**src/rtl/rca_regs.vh**
```
// Constants for the small 8-bit core: widths, encodings, SFR map, resets
// Function
// [RQ1] Program words and data bytes move on separate ports in one cycle.
// [RQ2] Every instruction is one 14-bit word in one program location.
// [RQ3] The program port delivers one whole 14-bit word each cycle.
// [RQ4] The next word is fetched while the current one executes.
// [RQ5] Instructions take one cycle; flow changes drop the prefetch.
// [RQ6] Special registers, the program counter too, sit in data space.
// [RQ7] Data registers are reached directly or through a pointer.
// [RQ8] The ALU adds, subtracts, shifts and does logic on 8-bit data.
// [RQ9] Arithmetic is two's complement unless an instruction says not.
// [RQ10] Two-operand work takes the accumulator and a file or literal.
// [RQ11] Single-operand work takes the accumulator or a file register.
// [RQ12] The accumulator is 8 bits wide and has no data address.
// [RQ13] Carry, nibble carry and zero flags update per instruction.
// [RQ14] In subtraction carry and nibble carry report no-borrow.
// [RQ15] File-operand results go to accumulator or file as selected.
`ifndef RCA_REGS_VH
`define RCA_REGS_VH

`define RCA_IW 14
`define RCA_DW 8
`define RCA_PCW 13
`define RCA_AW 8
`define RCA_STK_D 8
`define RCA_STK_AW 3

`define RCA_CL_FILE 2'h0
`define RCA_CL_BIT 2'h1
`define RCA_CL_JUMP 2'h2
`define RCA_CL_LIT 2'h3

`define RCA_F_MISC 4'h0
`define RCA_F_CLR 4'h1
`define RCA_F_SUB 4'h2
`define RCA_F_DEC 4'h3
`define RCA_F_IOR 4'h4
`define RCA_F_AND 4'h5
`define RCA_F_XOR 4'h6
`define RCA_F_ADD 4'h7
`define RCA_F_MOV 4'h8
`define RCA_F_COM 4'h9
`define RCA_F_INC 4'hA
`define RCA_F_DECSZ 4'hB
`define RCA_F_RRC 4'hC
`define RCA_F_RLC 4'hD
`define RCA_F_SWAP 4'hE
`define RCA_F_INCSZ 4'hF
`define RCA_MISC_RET 7'h08

`define RCA_B_CLR 2'h0
`define RCA_B_SET 2'h1
`define RCA_B_SKC 2'h2
`define RCA_B_SKS 2'h3

`define RCA_L_MOV 4'h0
`define RCA_L_RET 4'h1
`define RCA_L_IOR 4'h2
`define RCA_L_AND 4'h3
`define RCA_L_XOR 4'h4
`define RCA_L_SUB 4'h5
`define RCA_L_ADD 4'h6

`define RCA_ALU_ADD 4'h0
`define RCA_ALU_SUB 4'h1
`define RCA_ALU_AND 4'h2
`define RCA_ALU_IOR 4'h3
`define RCA_ALU_XOR 4'h4
`define RCA_ALU_COM 4'h5
`define RCA_ALU_INC 4'h6
`define RCA_ALU_DEC 4'h7
`define RCA_ALU_RRC 4'h8
`define RCA_ALU_RLC 4'h9
`define RCA_ALU_SWAP 4'hA
`define RCA_ALU_PASSB 4'hB
`define RCA_ALU_PASSA 4'hC
`define RCA_ALU_ZERO 4'hD

`define RCA_A_INDF 7'h00
`define RCA_A_PCL 7'h02
`define RCA_A_STATUS 7'h03
`define RCA_A_FSR 7'h04

`define RCA_ST_C 0
`define RCA_ST_NC 1
`define RCA_ST_Z 2
`define RCA_ST_RP0 5

`define RCA_ST_RST 8'h00
`define RCA_FSR_RST 8'h00
`define RCA_ACC_RST 8'h00
`define RCA_PC_RST 13'h0000

`endif

```
**src/rtl/rca_alu.v**
```verilog
// Eight-bit arithmetic and logic unit of the core
`timescale 1ns/1ps
`include "rca_regs.vh"
module rca_alu (
	input wire [7:0] acc_in,
	input wire [7:0] opd_in,
	input wire [3:0] op,
	input wire carry_in,
	output reg [7:0] result,
	output reg carry_out,
	output reg nibble_carry_out,
	output wire zero_out
);
reg [7:0] addend;
reg [8:0] sum;
reg [4:0] nib;
reg sub_sel;

always @*
begin
	// [RQ9] Two's complement subtract
	sub_sel = (op == `RCA_ALU_SUB);
	addend = sub_sel ? ~acc_in : acc_in;
	sum = {1'b0, opd_in} + {1'b0, addend} + {8'h00, sub_sel};
	nib = {1'b0, opd_in[3:0]} + {1'b0, addend[3:0]} + {4'h0, sub_sel};
	result = opd_in;
	carry_out = carry_in;
	nibble_carry_out = 1'b0;
	// [RQ8] Operation select
	case (op)
		`RCA_ALU_ADD, `RCA_ALU_SUB:
		begin
			// [RQ14] Carry out means no borrow
			result = sum[7:0];
			carry_out = sum[8];
			nibble_carry_out = nib[4];
		end
		`RCA_ALU_AND: result = opd_in & acc_in;
		`RCA_ALU_IOR: result = opd_in | acc_in;
		`RCA_ALU_XOR: result = opd_in ^ acc_in;
		`RCA_ALU_COM: result = ~opd_in;
		`RCA_ALU_INC: result = opd_in + 8'h01;
		`RCA_ALU_DEC: result = opd_in - 8'h01;
		`RCA_ALU_RRC:
		begin
			result = {carry_in, opd_in[7:1]};
			carry_out = opd_in[0];
		end
		`RCA_ALU_RLC:
		begin
			result = {opd_in[6:0], carry_in};
			carry_out = opd_in[7];
		end
		`RCA_ALU_SWAP: result = {opd_in[3:0], opd_in[7:4]};
		`RCA_ALU_PASSA: result = acc_in;
		`RCA_ALU_ZERO: result = 8'h00;
		default: result = opd_in;
	endcase
end

assign zero_out = (result == 8'h00);
endmodule // rca_alu

```
**src/rtl/rca_core.v**
```verilog
// Two-stage fetch/execute datapath of the small 8-bit core
`timescale 1ns/1ps
`include "rca_regs.vh"
module rca_core (
	input wire clk_sys,
	input wire rst,
	input wire [13:0] prog_data,
	output wire [12:0] prog_addr,
	input wire [7:0] dm_rdata,
	output wire [7:0] dm_raddr,
	output wire [7:0] dm_waddr,
	output wire [7:0] dm_wdata,
	output wire dm_we,
	output wire [7:0] acc_out,
	output wire [7:0] status_out
);
reg [12:0] prog_addr_reg;
reg [13:0] ir_reg;
reg ir_valid_reg;
reg [7:0] acc_reg;
reg [7:0] status_reg;
reg [7:0] fsr_reg;
reg [7:0] dm_raddr_reg;
reg [7:0] dm_waddr_reg;
reg [7:0] dm_wdata_reg;
reg dm_we_reg;
reg [2:0] sp_reg;
reg [12:0] stk [0:7];

reg [3:0] alu_op;
reg [7:0] alu_b;
wire [7:0] alu_y;
wire alu_c;
wire alu_nc;
wire alu_z;

reg [7:0] opnd;
reg [7:0] res;
reg acc_wr;
reg file_wr;
reg upd_z;
reg upd_cdc;
reg upd_c;
reg skip;
reg jump;
reg push;
reg pop;
reg [12:0] target;
reg [7:0] status_next;
reg [7:0] fsr_next;

wire [1:0] cls;
wire [3:0] fop;
wire dbit;
wire [6:0] f7;
wire [1:0] bop;
wire [2:0] bnum;
wire [7:0] kval;
wire [6:0] a7;
wire [2:0] sp_top;

// Decode of SFRs kept inside the core
function is_int;
	input [6:0] a;
	begin
		is_int = (a == `RCA_A_INDF) || (a == `RCA_A_PCL) ||
			(a == `RCA_A_STATUS) || (a == `RCA_A_FSR);
	end
endfunction

// Direct uses bank bit and field; pointer slot goes through FSR
function [7:0] dm_decode;
	input [6:0] f;
	input [7:0] fsr;
	input rp0;
	begin
		if (f == `RCA_A_INDF)
			dm_decode = fsr;
		else
			dm_decode = {rp0, f};
	end
endfunction

// [RQ2] Single-word fields
assign cls = ir_reg[13:12];
assign fop = ir_reg[11:8];
assign dbit = ir_reg[7];
assign f7 = ir_reg[6:0];
assign bop = ir_reg[11:10];
assign bnum = ir_reg[9:7];
assign kval = ir_reg[7:0];
assign a7 = dm_raddr_reg[6:0];
assign sp_top = sp_reg - 3'h1;

// [RQ6] SFRs and PC read in data space
always @*
begin
	if (a7 == `RCA_A_INDF)
		opnd = 8'h00;
	else if (a7 == `RCA_A_PCL)
		opnd = prog_addr_reg[7:0];
	else if (a7 == `RCA_A_STATUS)
		opnd = status_reg;
	else if (a7 == `RCA_A_FSR)
		opnd = fsr_reg;
	else if (dm_we_reg && (dm_waddr_reg == dm_raddr_reg))
		opnd = dm_wdata_reg;
	else
		opnd = dm_rdata;
end

// [RQ10] Second source: file or literal
always @*
begin
	alu_b = (cls == `RCA_CL_LIT) ? kval : opnd;
	alu_op = `RCA_ALU_PASSB;
	if (cls == `RCA_CL_FILE)
	begin
		// [RQ11] Single operand from file or acc
		case (fop)
			`RCA_F_MISC: alu_op = `RCA_ALU_PASSA;
			`RCA_F_CLR: alu_op = `RCA_ALU_ZERO;
			`RCA_F_SUB: alu_op = `RCA_ALU_SUB;
			`RCA_F_DEC, `RCA_F_DECSZ: alu_op = `RCA_ALU_DEC;
			`RCA_F_IOR: alu_op = `RCA_ALU_IOR;
			`RCA_F_AND: alu_op = `RCA_ALU_AND;
			`RCA_F_XOR: alu_op = `RCA_ALU_XOR;
			`RCA_F_ADD: alu_op = `RCA_ALU_ADD;
			`RCA_F_COM: alu_op = `RCA_ALU_COM;
			`RCA_F_INC, `RCA_F_INCSZ: alu_op = `RCA_ALU_INC;
			`RCA_F_RRC: alu_op = `RCA_ALU_RRC;
			`RCA_F_RLC: alu_op = `RCA_ALU_RLC;
			`RCA_F_SWAP: alu_op = `RCA_ALU_SWAP;
			default: alu_op = `RCA_ALU_PASSB;
		endcase
	end
	else if (cls == `RCA_CL_LIT)
	begin
		case (fop)
			`RCA_L_IOR: alu_op = `RCA_ALU_IOR;
			`RCA_L_AND: alu_op = `RCA_ALU_AND;
			`RCA_L_XOR: alu_op = `RCA_ALU_XOR;
			`RCA_L_SUB: alu_op = `RCA_ALU_SUB;
			`RCA_L_ADD: alu_op = `RCA_ALU_ADD;
			default: alu_op = `RCA_ALU_PASSB;
		endcase
	end
end

// [RQ8] Shared ALU
rca_alu u_alu (
	.acc_in(acc_reg),
	.opd_in(alu_b),
	.op(alu_op),
	.carry_in(status_reg[`RCA_ST_C]),
	.result(alu_y),
	.carry_out(alu_c),
	.nibble_carry_out(alu_nc),
	.zero_out(alu_z)
);

always @*
begin
	res = alu_y;
	acc_wr = 1'b0;
	file_wr = 1'b0;
	upd_z = 1'b0;
	upd_cdc = 1'b0;
	upd_c = 1'b0;
	skip = 1'b0;
	jump = 1'b0;
	push = 1'b0;
	pop = 1'b0;
	target = prog_addr_reg;
	if (ir_valid_reg)
	begin
		case (cls)
			`RCA_CL_FILE:
			begin
				// [RQ15] Destination bit picks acc or file
				acc_wr = ~dbit;
				file_wr = dbit;
				case (fop)
					`RCA_F_MISC:
					begin
						acc_wr = 1'b0;
						if (!dbit && f7 == `RCA_MISC_RET)
						begin
							jump = 1'b1;
							pop = 1'b1;
							target = stk[sp_top];
						end
					end
					// [RQ13] Flag update per op
					`RCA_F_SUB, `RCA_F_ADD:
					begin
						upd_z = 1'b1;
						upd_cdc = 1'b1;
					end
					`RCA_F_RRC, `RCA_F_RLC: upd_c = 1'b1;
					`RCA_F_SWAP: upd_z = 1'b0;
					`RCA_F_DECSZ, `RCA_F_INCSZ: skip = alu_z;
					default: upd_z = 1'b1;
				endcase
			end
			`RCA_CL_BIT:
			begin
				case (bop)
					`RCA_B_CLR:
					begin
						res = opnd & ~(8'h01 << bnum);
						file_wr = 1'b1;
					end
					`RCA_B_SET:
					begin
						res = opnd | (8'h01 << bnum);
						file_wr = 1'b1;
					end
					`RCA_B_SKC: skip = ~opnd[bnum];
					default: skip = opnd[bnum];
				endcase
			end
			`RCA_CL_JUMP:
			begin
				jump = 1'b1;
				push = ~ir_reg[11];
				target = {prog_addr_reg[12:11], ir_reg[10:0]};
			end
			default:
			begin
				acc_wr = 1'b1;
				if (fop == `RCA_L_RET)
				begin
					jump = 1'b1;
					pop = 1'b1;
					target = stk[sp_top];
				end
				else if (fop == `RCA_L_SUB || fop == `RCA_L_ADD)
				begin
					upd_z = 1'b1;
					upd_cdc = 1'b1;
				end
				else if (fop != `RCA_L_MOV)
					upd_z = 1'b1;
			end
		endcase
		// [RQ6] Writing PCL redirects the fetch
		if (file_wr && a7 == `RCA_A_PCL)
		begin
			jump = 1'b1;
			target = {prog_addr_reg[12:8], res};
		end
	end
end

// Flags land after a file write so arithmetic wins on STATUS
always @*
begin
	status_next = status_reg;
	fsr_next = fsr_reg;
	if (file_wr && a7 == `RCA_A_STATUS)
		status_next = res;
	if (file_wr && a7 == `RCA_A_FSR)
		fsr_next = res;
	// [RQ14] Borrow report from ALU carry
	if (upd_cdc)
	begin
		status_next[`RCA_ST_C] = alu_c;
		status_next[`RCA_ST_NC] = alu_nc;
	end
	if (upd_c)
		status_next[`RCA_ST_C] = alu_c;
	if (upd_z)
		status_next[`RCA_ST_Z] = alu_z;
end

always @(posedge clk_sys)
begin
	if (rst)
	begin
		prog_addr_reg <= `RCA_PC_RST;
		ir_reg <= 14'h0000;
		ir_valid_reg <= 1'b0;
		acc_reg <= `RCA_ACC_RST;
		status_reg <= `RCA_ST_RST;
		fsr_reg <= `RCA_FSR_RST;
		dm_raddr_reg <= 8'h00;
		dm_waddr_reg <= 8'h00;
		dm_wdata_reg <= 8'h00;
		dm_we_reg <= 1'b0;
		sp_reg <= 3'h0;
	end
	else
	begin
		// [RQ4] Fetch overlaps execute
		// [RQ3] One word per cycle
		ir_reg <= prog_data;
		prog_addr_reg <= jump ? target : prog_addr_reg + 13'h0001;
		// [RQ5] Flow change drops prefetch
		ir_valid_reg <= ~(jump | skip);
		// [RQ7] Direct or pointer address
		dm_raddr_reg <= dm_decode(prog_data[6:0], fsr_next,
			status_next[`RCA_ST_RP0]);
		// [RQ1] Data write on its own port
		dm_we_reg <= file_wr && !is_int(a7);
		dm_waddr_reg <= dm_raddr_reg;
		dm_wdata_reg <= res;
		// [RQ12] Accumulator only via operands
		if (acc_wr)
			acc_reg <= res;
		status_reg <= status_next;
		fsr_reg <= fsr_next;
		if (push)
			sp_reg <= sp_reg + 3'h1;
		else if (pop)
			sp_reg <= sp_top;
	end
end

// Stack wraps silently; no overflow flag
always @(posedge clk_sys)
begin
	if (!rst && push)
		stk[sp_reg] <= prog_addr_reg;
end

assign prog_addr = prog_addr_reg;
assign dm_raddr = dm_raddr_reg;
assign dm_waddr = dm_waddr_reg;
assign dm_wdata = dm_wdata_reg;
assign dm_we = dm_we_reg;
assign acc_out = acc_reg;
assign status_out = status_reg;
endmodule // rca_core

```
**config.mk**
```make
export PLATFORM = sky130hd
export DESIGN_NAME = rca_core
export DESIGN_NICKNAME = d
export VERILOG_FILES = /design/src/rtl/rca_alu.v /design/src/rtl/rca_core.v
export VERILOG_INCLUDE_DIRS = /design/src /design/src/rtl
export SDC_FILE = /design/constraint.sdc
export NUM_CORES = 1
export LEC_CHECK = 0
export ABC_AREA = 1
export BUFFER_PORTS_ARGS = -buffer_cell sky130_fd_sc_hd__buf_2
export CORE_MARGIN = 5
export CORE_UTILIZATION = 30
export CTS_CLUSTER_SIZE = 24
export DETAILED_ROUTE_END_ITERATION = 10
export MAX_ROUTING_LAYER = met4
export SLEW_MARGIN = 10
export SYNTH_ARGS = -nofsm -noshare
export SYNTH_HDL_FRONTEND = slang
export SYNTH_SLANG_ARGS = --single-unit
```
**constraint.sdc**
```tcl
create_clock -name clk_sys -period 6.2 [get_ports clk_sys]
set_input_delay 1.24 -clock clk_sys [delete_from_list [all_inputs] [get_ports clk_sys]]
set_output_delay 1.24 -clock clk_sys [all_outputs]
set_load 0.02 [all_outputs]
```
==> results.md, run 1 <==
* Run status: completed
* Cts bufs inserted at 17
* Max-cap viol count at 0
* Hold-fix buffers, CTS at 0
* Total number of vias at 9,569
* Power per cell area at 258 nW/um2
* # Post-CTS Setup Buffers at 0
* Ant diodes at 0
* Area growth, synth to finish at 13.7%
* Post-synth EDFFs at 104
* #FFs+latches synth at 188
* Ports at 78
* CP Buf/Inv Count at 3
* Via density at 5.06
* R2R Path End: dm_raddr[6]
* Clock slew at reported path FFs at 0.07 ns
* Crit path top cell by count: nand2_1
* Main combinational cell family by area after synthesis: simple AND/OR/NAND/NOR gates
* Max Freq at 201 MHz
* CTS tree: yes
* Crit path capture: dm_raddr[6]
* XOR/XNOR Fraction of Synth Area at 1.56%
* Synth area leaders: edfxtp_1, dfxtp_1, nand2_1
* Req. time, crit path at 6.50 ns
* CP top delay family: simple AND/OR/NAND/NOR gates
* Gpl congestion at 1.01
* Placed instance area at 11,600 um2
* Max FFs per register at 104
* DIE AREA at 39,500 um2
* Critical path startpoint: ir_reg[12]
* Post-route ant nets at 0
* Clock latency on the worst-skew pair at 0.44 ns
* Core Area at 35,400 um2
* Post-layout nets at 1,478
* Final Setup Violations at 0
* Final min period at 4.96 ns
* Cell Area, Synth at 10,700 um2
* Share of layout cells above drive strength 1 at 14.6%
* Remaining Overflow, GRT at 0
* Max Slew Vio Count at 0
* Design area at 12,200 um2
* Num rows at 69
* Final period util at 80.1%
* DRT iter0 DRCs at 773
* First-pass GRT wire length at 53,600 um
* Worst path depth at 29
* Mapped Cells at 1,351
* LEAKAGE at 5.11 nW
* DIE WIDTH at 199 um
* PortBufs at 77
* Worst vdd ir at 0.213 mV
* Mux share of post-synthesis cell area at 0%
* Max-slew headroom at 38.0%
* Reg2Reg Depth at 29
* Critical Path Fanout Max at 12
* Hold Worst Slack at 0.481 ns
* Synth Area in Simple Gates at 24.4%
* Initial Utilization at 30.2%
* Netlist cell types at 61
* Vias in the first global route at 9,072
* Die Height at 199 um
* H-tree depth at 4
* Final Hold Viols at 0
* R2r startpoint: ir_reg[12]
* Synth Area in Compound Gates at 17.0%
* Synth Flop Type: edfxtp_1
* Clock Tree Buf Depth at 2
* Setup CP Type: flop to flop
* Sequential-to-total area share from yosys stat at 44.9%
* Hold Crit Start: dm_raddr[7]
* Worst-Margin Slew at 0.930 ns
* Sink Count at 188
* Worst hold path type: flop to flop
* Synth Area in Adders at 4.58%
* Syn_area_per_cell at 7.92 um2
* DR DRC count at 0
* Initial antenna violation count at 0
* CP endpoint kind: flop
* Ys async rst share at 0%
* Final WL at 34,300 um
* Root buf cell: clkbuf_16
* Worst endpoint data arrival time at 5.26 ns
* CP max stage delay at 0.64 ns
* Startpoint types: flop
* Post-CTS sizing at 0
* Wire per inst at 18.2 um
* Total track usage at 17.9%
* Detailed placement HPWL at 25,400 um
* Synth warn at 0
* Top-area cell type share of the netlist area at 29.2%
* Unrepaired setup endpoints after global routing: no
* Mapped Nets at 1,413
* Synth area leader: edfxtp_1
* Pre-Repair DR Iteration Count at 5
* Largest net degree at the start of global routing at 57
* Critical-path top delay cell: nor2_1
* Fin Clk Skew at 0.0170 ns
* TNS Setup at 0 ns
* R2R Setup Slk at 1.24 ns
==> Yosys cell counts, types with 3 or more instances <==
cell type / n
a211oi_1: 7
a21oi_1: 64
a221oi_1: 11
a31oi_1: 14
buf_1: 3
buf_4: 3
clkbuf_1: 34
dfxtp_1: 84
edfxtp_1: 104
ha_1: 36
inv_1: 146
inv_2: 20
nand2_1: 278
nand2_2: 14
nand3_1: 70
nand3_2: 4
nand3b_1: 6
nand4_1: 4
nor2_1: 167
nor2_2: 9
nor2_4: 4
nor3_1: 16
nor4_1: 5
o2111ai_1: 3
o211ai_1: 13
o21ai_0: 102
o21ai_1: 20
o21ai_2: 13
o221ai_1: 7
o22ai_1: 22
o22ai_2: 3
or2_2: 7
xor2_1: 17
==> cells by family (layout without fill, tap and decap cells) <==
logic type / count (synthesis) / in the layout
AOI/OAI and AO/OA: 299 / 299
xor gates and xnor gates: 19 / 19
adders and majority gates: 38 / 38
buffers and inverters: 210 / 288
DFF: 188 / 188
and+or+nand+nor: 597 / 597
==> how the worst min path moves through the flow <==
stage                     cells past startpoint          end  slack (ns)
after detailed placement                      2  dm_waddr[7]        0.47
final                                         2  dm_waddr[7]        0.48
after CTS                                     2  dm_waddr[7]        0.48
after global placement                        2  dm_waddr[7]        0.47
after global routing                          2  dm_waddr[7]        0.51
after floorplan                               2   fsr_reg[7]        0.47
==> worst reg2reg max path: cells and delay by family (launching register included) <==
family	cells	cell delay, ns
flip-flops	1	0.36
buffers and inverters	3	0.42
adder cells (fa/ha/maj)	2	0.51
AO/OA/AOI/OAI	9	1.10
XOR/XNOR	1	0.31
AND/OR/NAND/NOR	14	2.13
==> where the power goes <==
part | switching (mW) | internal [mW] | total, mW
logic | 0.434 | 0.186 | 0.620
clock network | 0.512 | 0.569 | 1.08
registers | 0.0706 | 1.36 | 1.43
total | 1.02 | 2.12 | 3.14
==> layer usage <==
metal / vias to the layer above / GRT usage (%) / part of all wire, %
met3: 38 / 2.71 / 4.9
li1: 4694 / - / -
met4: 0 / 4.41 / 1.8
met1: 4553 / 24.6 / 48
met5: - / - / 0
met2: 284 / 27.9 / 46
==> final cells by class <==
cell class,count,area [um2]
Clock buffer,18,429
Inverter,168,631
Clock inverter,14,149
Multi-Input combinational cell,953,5100
Fill cell,3702,23200
Tap cell,461,577
Timing Repair Buffer,88,468
Sequential cell,188,4800
==> cell usage in the layout (no fill, tap or decap), types with 20 or more instances in the layout <==
cell type  count
o21ai_1       20
buf_2         77
a21oi_1       64
nor2_1       166
nand3_1       70
edfxtp_1     104
ha_1          36
o22ai_1       22
nand2_1      278
dfxtp_1       84
inv_1        146
o21ai_0      102
inv_2         20
==> metrics by stage <==
step	std cells	setup slack (ns)	utilization, %	total power, mW
final	1890	1.24	34.4	3.14
after global placement	1858	1.43	32.7	2.07
after floorplan	1351	2.22	-	1.86
after CTS	1890	1.20	34.4	3.15
after global routing	1890	0.743	34.4	3.29
after detailed placement	1858	1.23	32.7	2.08
Power figures use the tool's default switching activity.
==> run 2, diff against run 1 <==
--- a/config.mk
+++ b/config.mk
@@ -6,7 +6,7 @@
 export SDC_FILE = /design/constraint.sdc
 export NUM_CORES = 1
 export LEC_CHECK = 0
-export ABC_AREA = 1
+export ABC_AREA = 0
 export BUFFER_PORTS_ARGS = -buffer_cell sky130_fd_sc_hd__buf_2
 export CORE_MARGIN = 5
 export CORE_UTILIZATION = 30
==> constraint.sdc (replaced) <==
create_clock -name clk_sys -period 4.55 [get_ports clk_sys]
set_input_delay 0.91 -clock clk_sys [delete_from_list [all_inputs] [get_ports clk_sys]]
set_output_delay 0.91 -clock clk_sys [all_outputs]
set_load 0.02 [all_outputs]
==> run 2 against run 1 <==
- the flow now finishes with violations (negative setup slack)
- cell area increased by 19%
- synthesized cell count decreased by 15%
- global-route usage increased by 3.8 points
- register-to-register slack got worse by 1.4 ns
- fmax increased by 6.0%
- first-iteration DRC count increased by 38%
- sequential cell count unchanged
- via count increased by 11%
- core utilization increased by 5.0 points
- sequential share of layout area decreased by 6.2 points
- cell count decreased by 1.6%
- total power increased by 52%
- largest cell class unchanged
- largest power group unchanged
==> results.md, run 2 <==
* Run status: complete, but fails checks
* Failing checks: negative setup slack
* Final min period at 4.68 ns
* Final period util at 103%
* Final WL at 44,900 um
* Max Freq at 214 MHz
* Ports at 78
* Sink Count at 188
* Max-cap viol count at 0
* Largest net degree at the start of global routing at 58
* Placed insts at 1,819
* Post-synth EDFFs at 104
* Final worst slack at -0.133 ns
* Wire per inst at 24.2 um
* #FFs+latches synth at 188
* Max FFs per register at 104
* Placed instance area at 13,400 um2
* Area growth, synth to finish at 29.1%
* TNS Setup at -0.626 ns
* Total track usage at 21.7%
* Clock Tree Buf Depth at 2
* Crit path capture: prog_addr[4]
* Remaining Overflow, GRT at 0
* H-tree depth at 4
* Synth Area in Compound Gates at 18.7%
* Synth warn at 0
* Min-Delay Path Depth at 2
* Root buf cell: clkbuf_16
* PortBufs at 77
* DR DRC count at 0
* CP max stage delay at 0.56 ns
* Power per cell area at 330 nW/um2
* Mux share of post-synthesis cell area at 9.42%
* Synth area leader: edfxtp_1
* Initial Utilization at 30.5%
* Detailed placement HPWL at 34,800 um
* Netlist cell types at 86
* Critical Path Fanout Max at 5
* Hold-fix buffers, CTS at 0
* Syn_area_per_cell at 9.79 um2
* Design area at 14,400 um2
* Worst hold path type: flop to flop
* Num rows at 70
* Req. time, crit path at 4.83 ns
* Commonest non-fill, non-tap cells in the layout: buf_4, edfxtp_1, nor2_1
* Gpl congestion at 1.05
* Mapped Cells at 1,143
* Max Slew Vio Count at 0
* Share of layout cells above drive strength 1 at 30.6%
* Cts bufs inserted at 17
* Worst vdd ir at 0.270 mV
* Non-Filler Instances at 1,860
* Startpoint types: flop
* Sequential-to-total area share from yosys stat at 42.9%
* Reg2Reg Depth at 18
* Vias in the first global route at 10.2k
* R2R Setup Slk at -0.13 ns
* LEAKAGE at 5.63 nW
* DRT iter0 DRCs at 1,068
* Main combinational cell family by area after synthesis: compound AO/OA/AOI/OAI gates
* CP cell instances: xor2_1, or4b_4, buf_6, o211ai_1, a31oi_2, or2_1, o21a_4, fa_2, a21oi_2, o21ai_0, nor2b_1, a221o_1, a2111o_1, o32ai_2, buf_4, mux2i_1, a222oi_1, a211oi_1
* Top-area cell type share of the netlist area at 27.9%
* Synth Area in Adders at 4.38%
* CP endpoint kind: flop
* CP Buf/Inv Count at 2
* Fin Clk Skew at 0.0123 ns
* DIE WIDTH at 203 um
* Power Total at 4.76 mW
* Final Hold Viols at 0
* DIE AREA at 41,300 um2
* Synth Flop Type: edfxtp_1
* First-pass GRT wire length at 66,300 um
* Worst-Margin Slew at 1.17 ns
* Initial antenna violation count at 0
* Hold Worst Slack at 0.494 ns
* Ant diodes at 0
* Worst endpoint data arrival time at 4.96 ns
* Clock slew at reported path FFs at 0.07 ns
* Clock latency on the worst-skew pair at 0.44 ns
* Most common cell after layout, fill and taps aside: buf_4
* Synth Area in Simple Gates at 18.3%
* Most frequent cell after synthesis: edfxtp_1
* Synth area leaders: edfxtp_1, dfxtp_1, mux4_2
* Cell Area, Synth at 11,200 um2
* Core Area at 36,700 um2
* Setup CP Type: flop to flop
* Via density at 5.70
* XOR/XNOR Fraction of Synth Area at 2.58%
* Post-route ant nets at 0
* CP top delay family: compound AO/OA/AOI/OAI gates
* Commonest cells in the netlist: edfxtp_1, nor2_1, nand2_1
* Critical path startpoint: dm_raddr[3]
* Max-slew headroom at 20.8%
* Ys async rst share at 0%
* Pre-Repair DR Iteration Count at 6
* Total number of vias at 10.6k
* Die Height at 203 um
* Final Setup Violations at 12
* Critical-path top delay cell: or4b_4
* Worst path depth at 18
* Unrepaired setup endpoints after global routing: yes
* Mapped Nets at 1,205
* Post-layout nets at 1,441
* R2r startpoint: dm_raddr[3]
* R2R Path End: prog_addr[4]
* CTS tree: yes
run 2: changes by cell type in the layout (fill, tap and decap cells not counted), sizes merged, moves of 23 or more:
cell	before	now
nand2	293	99
buf	88	281
inv	173	46
nor2	181	102
o21ai	135	62
nand3	74	35
mux2i	0	30
mux4	0	28
nor2b	0	27
a211oi	7	33
xnor2	2	25
run 2: final cells by class:
class / count / area [um2]
well taps: 468 / 586
fillers: 3615 / 22300
inverters: 40 / 150
clock inverters: 14 / 176
multi-input cells: 851 / 6330
clock buffers: 18 / 439
repair buffers: 281 / 1960
flip-flops and latches: 188 / 4810
run 2: report_power, final:
part | internal, mW | total (mW) | leakage, nW | switching (mW)
sequential | 1.84 | 1.91 | 1.66 | 0.0768
combinational | 0.541 | 1.29 | 3.67 | 0.751
clock | 0.848 | 1.56 | 0.302 | 0.710
run 2: layer usage:
metal / vias to the layer above / part of all wire [%] / track usage [%]
met2: 458 / 45 / 33.0
li1: 4833 / - / -
met3: 108 / 6.0 / 2.62
met4: 0 / 3.7 / 7.83
met1: 5206 / 45 / 30.1
met5: - / 0 / -
run 2: worst min path at each step:
stage	from	to	slack [ns]
floorplan	fsr_reg[5]	fsr_reg[5]	0.44
global placement	fsr_reg[5]	fsr_reg[5]	0.47
detailed placement	fsr_reg[5]	fsr_reg[5]	0.48
CTS	fsr_reg[5]	fsr_reg[5]	0.49
global route	fsr_reg[5]	fsr_reg[5]	0.51
finish	fsr_reg[5]	fsr_reg[5]	0.49
run 2: kinds of logic after synthesis:
kind of cell	after synthesis
xor+xnor	33
compound gates	304
buf+inv	104
simple gates	407
mux	69
flops	188
fa+ha+maj	38
run 2: repair_timing:
| action | CTS | global route |
|---|---|---|
| setup endpoints to repair | 31 | 42 |
| pin swaps | 19 | 18 |
| hold endpoints to repair | 0 | 0 |
| setup buffers | 3 | 6 |
| gates resized for setup | 28 | 42 |
run 2: through the flow:
step | setup slack [ns] | util (%)
finish | -0.133 | 39.4
global route | -0.239 | 39.4
CTS | -0.0402 | 38.7
detailed placement | -0.332 | 36.6
global placement | -0.324 | 36.6
floorplan | 0.00603 | -
run 2: tightest hold or removal path, delay by kind of cell (launching register included):
kind	cells	cell delay, ns
AO/OA/AOI/OAI	1	0.05
AND/OR/NAND/NOR	1	0.06
flip-flops	1	0.34
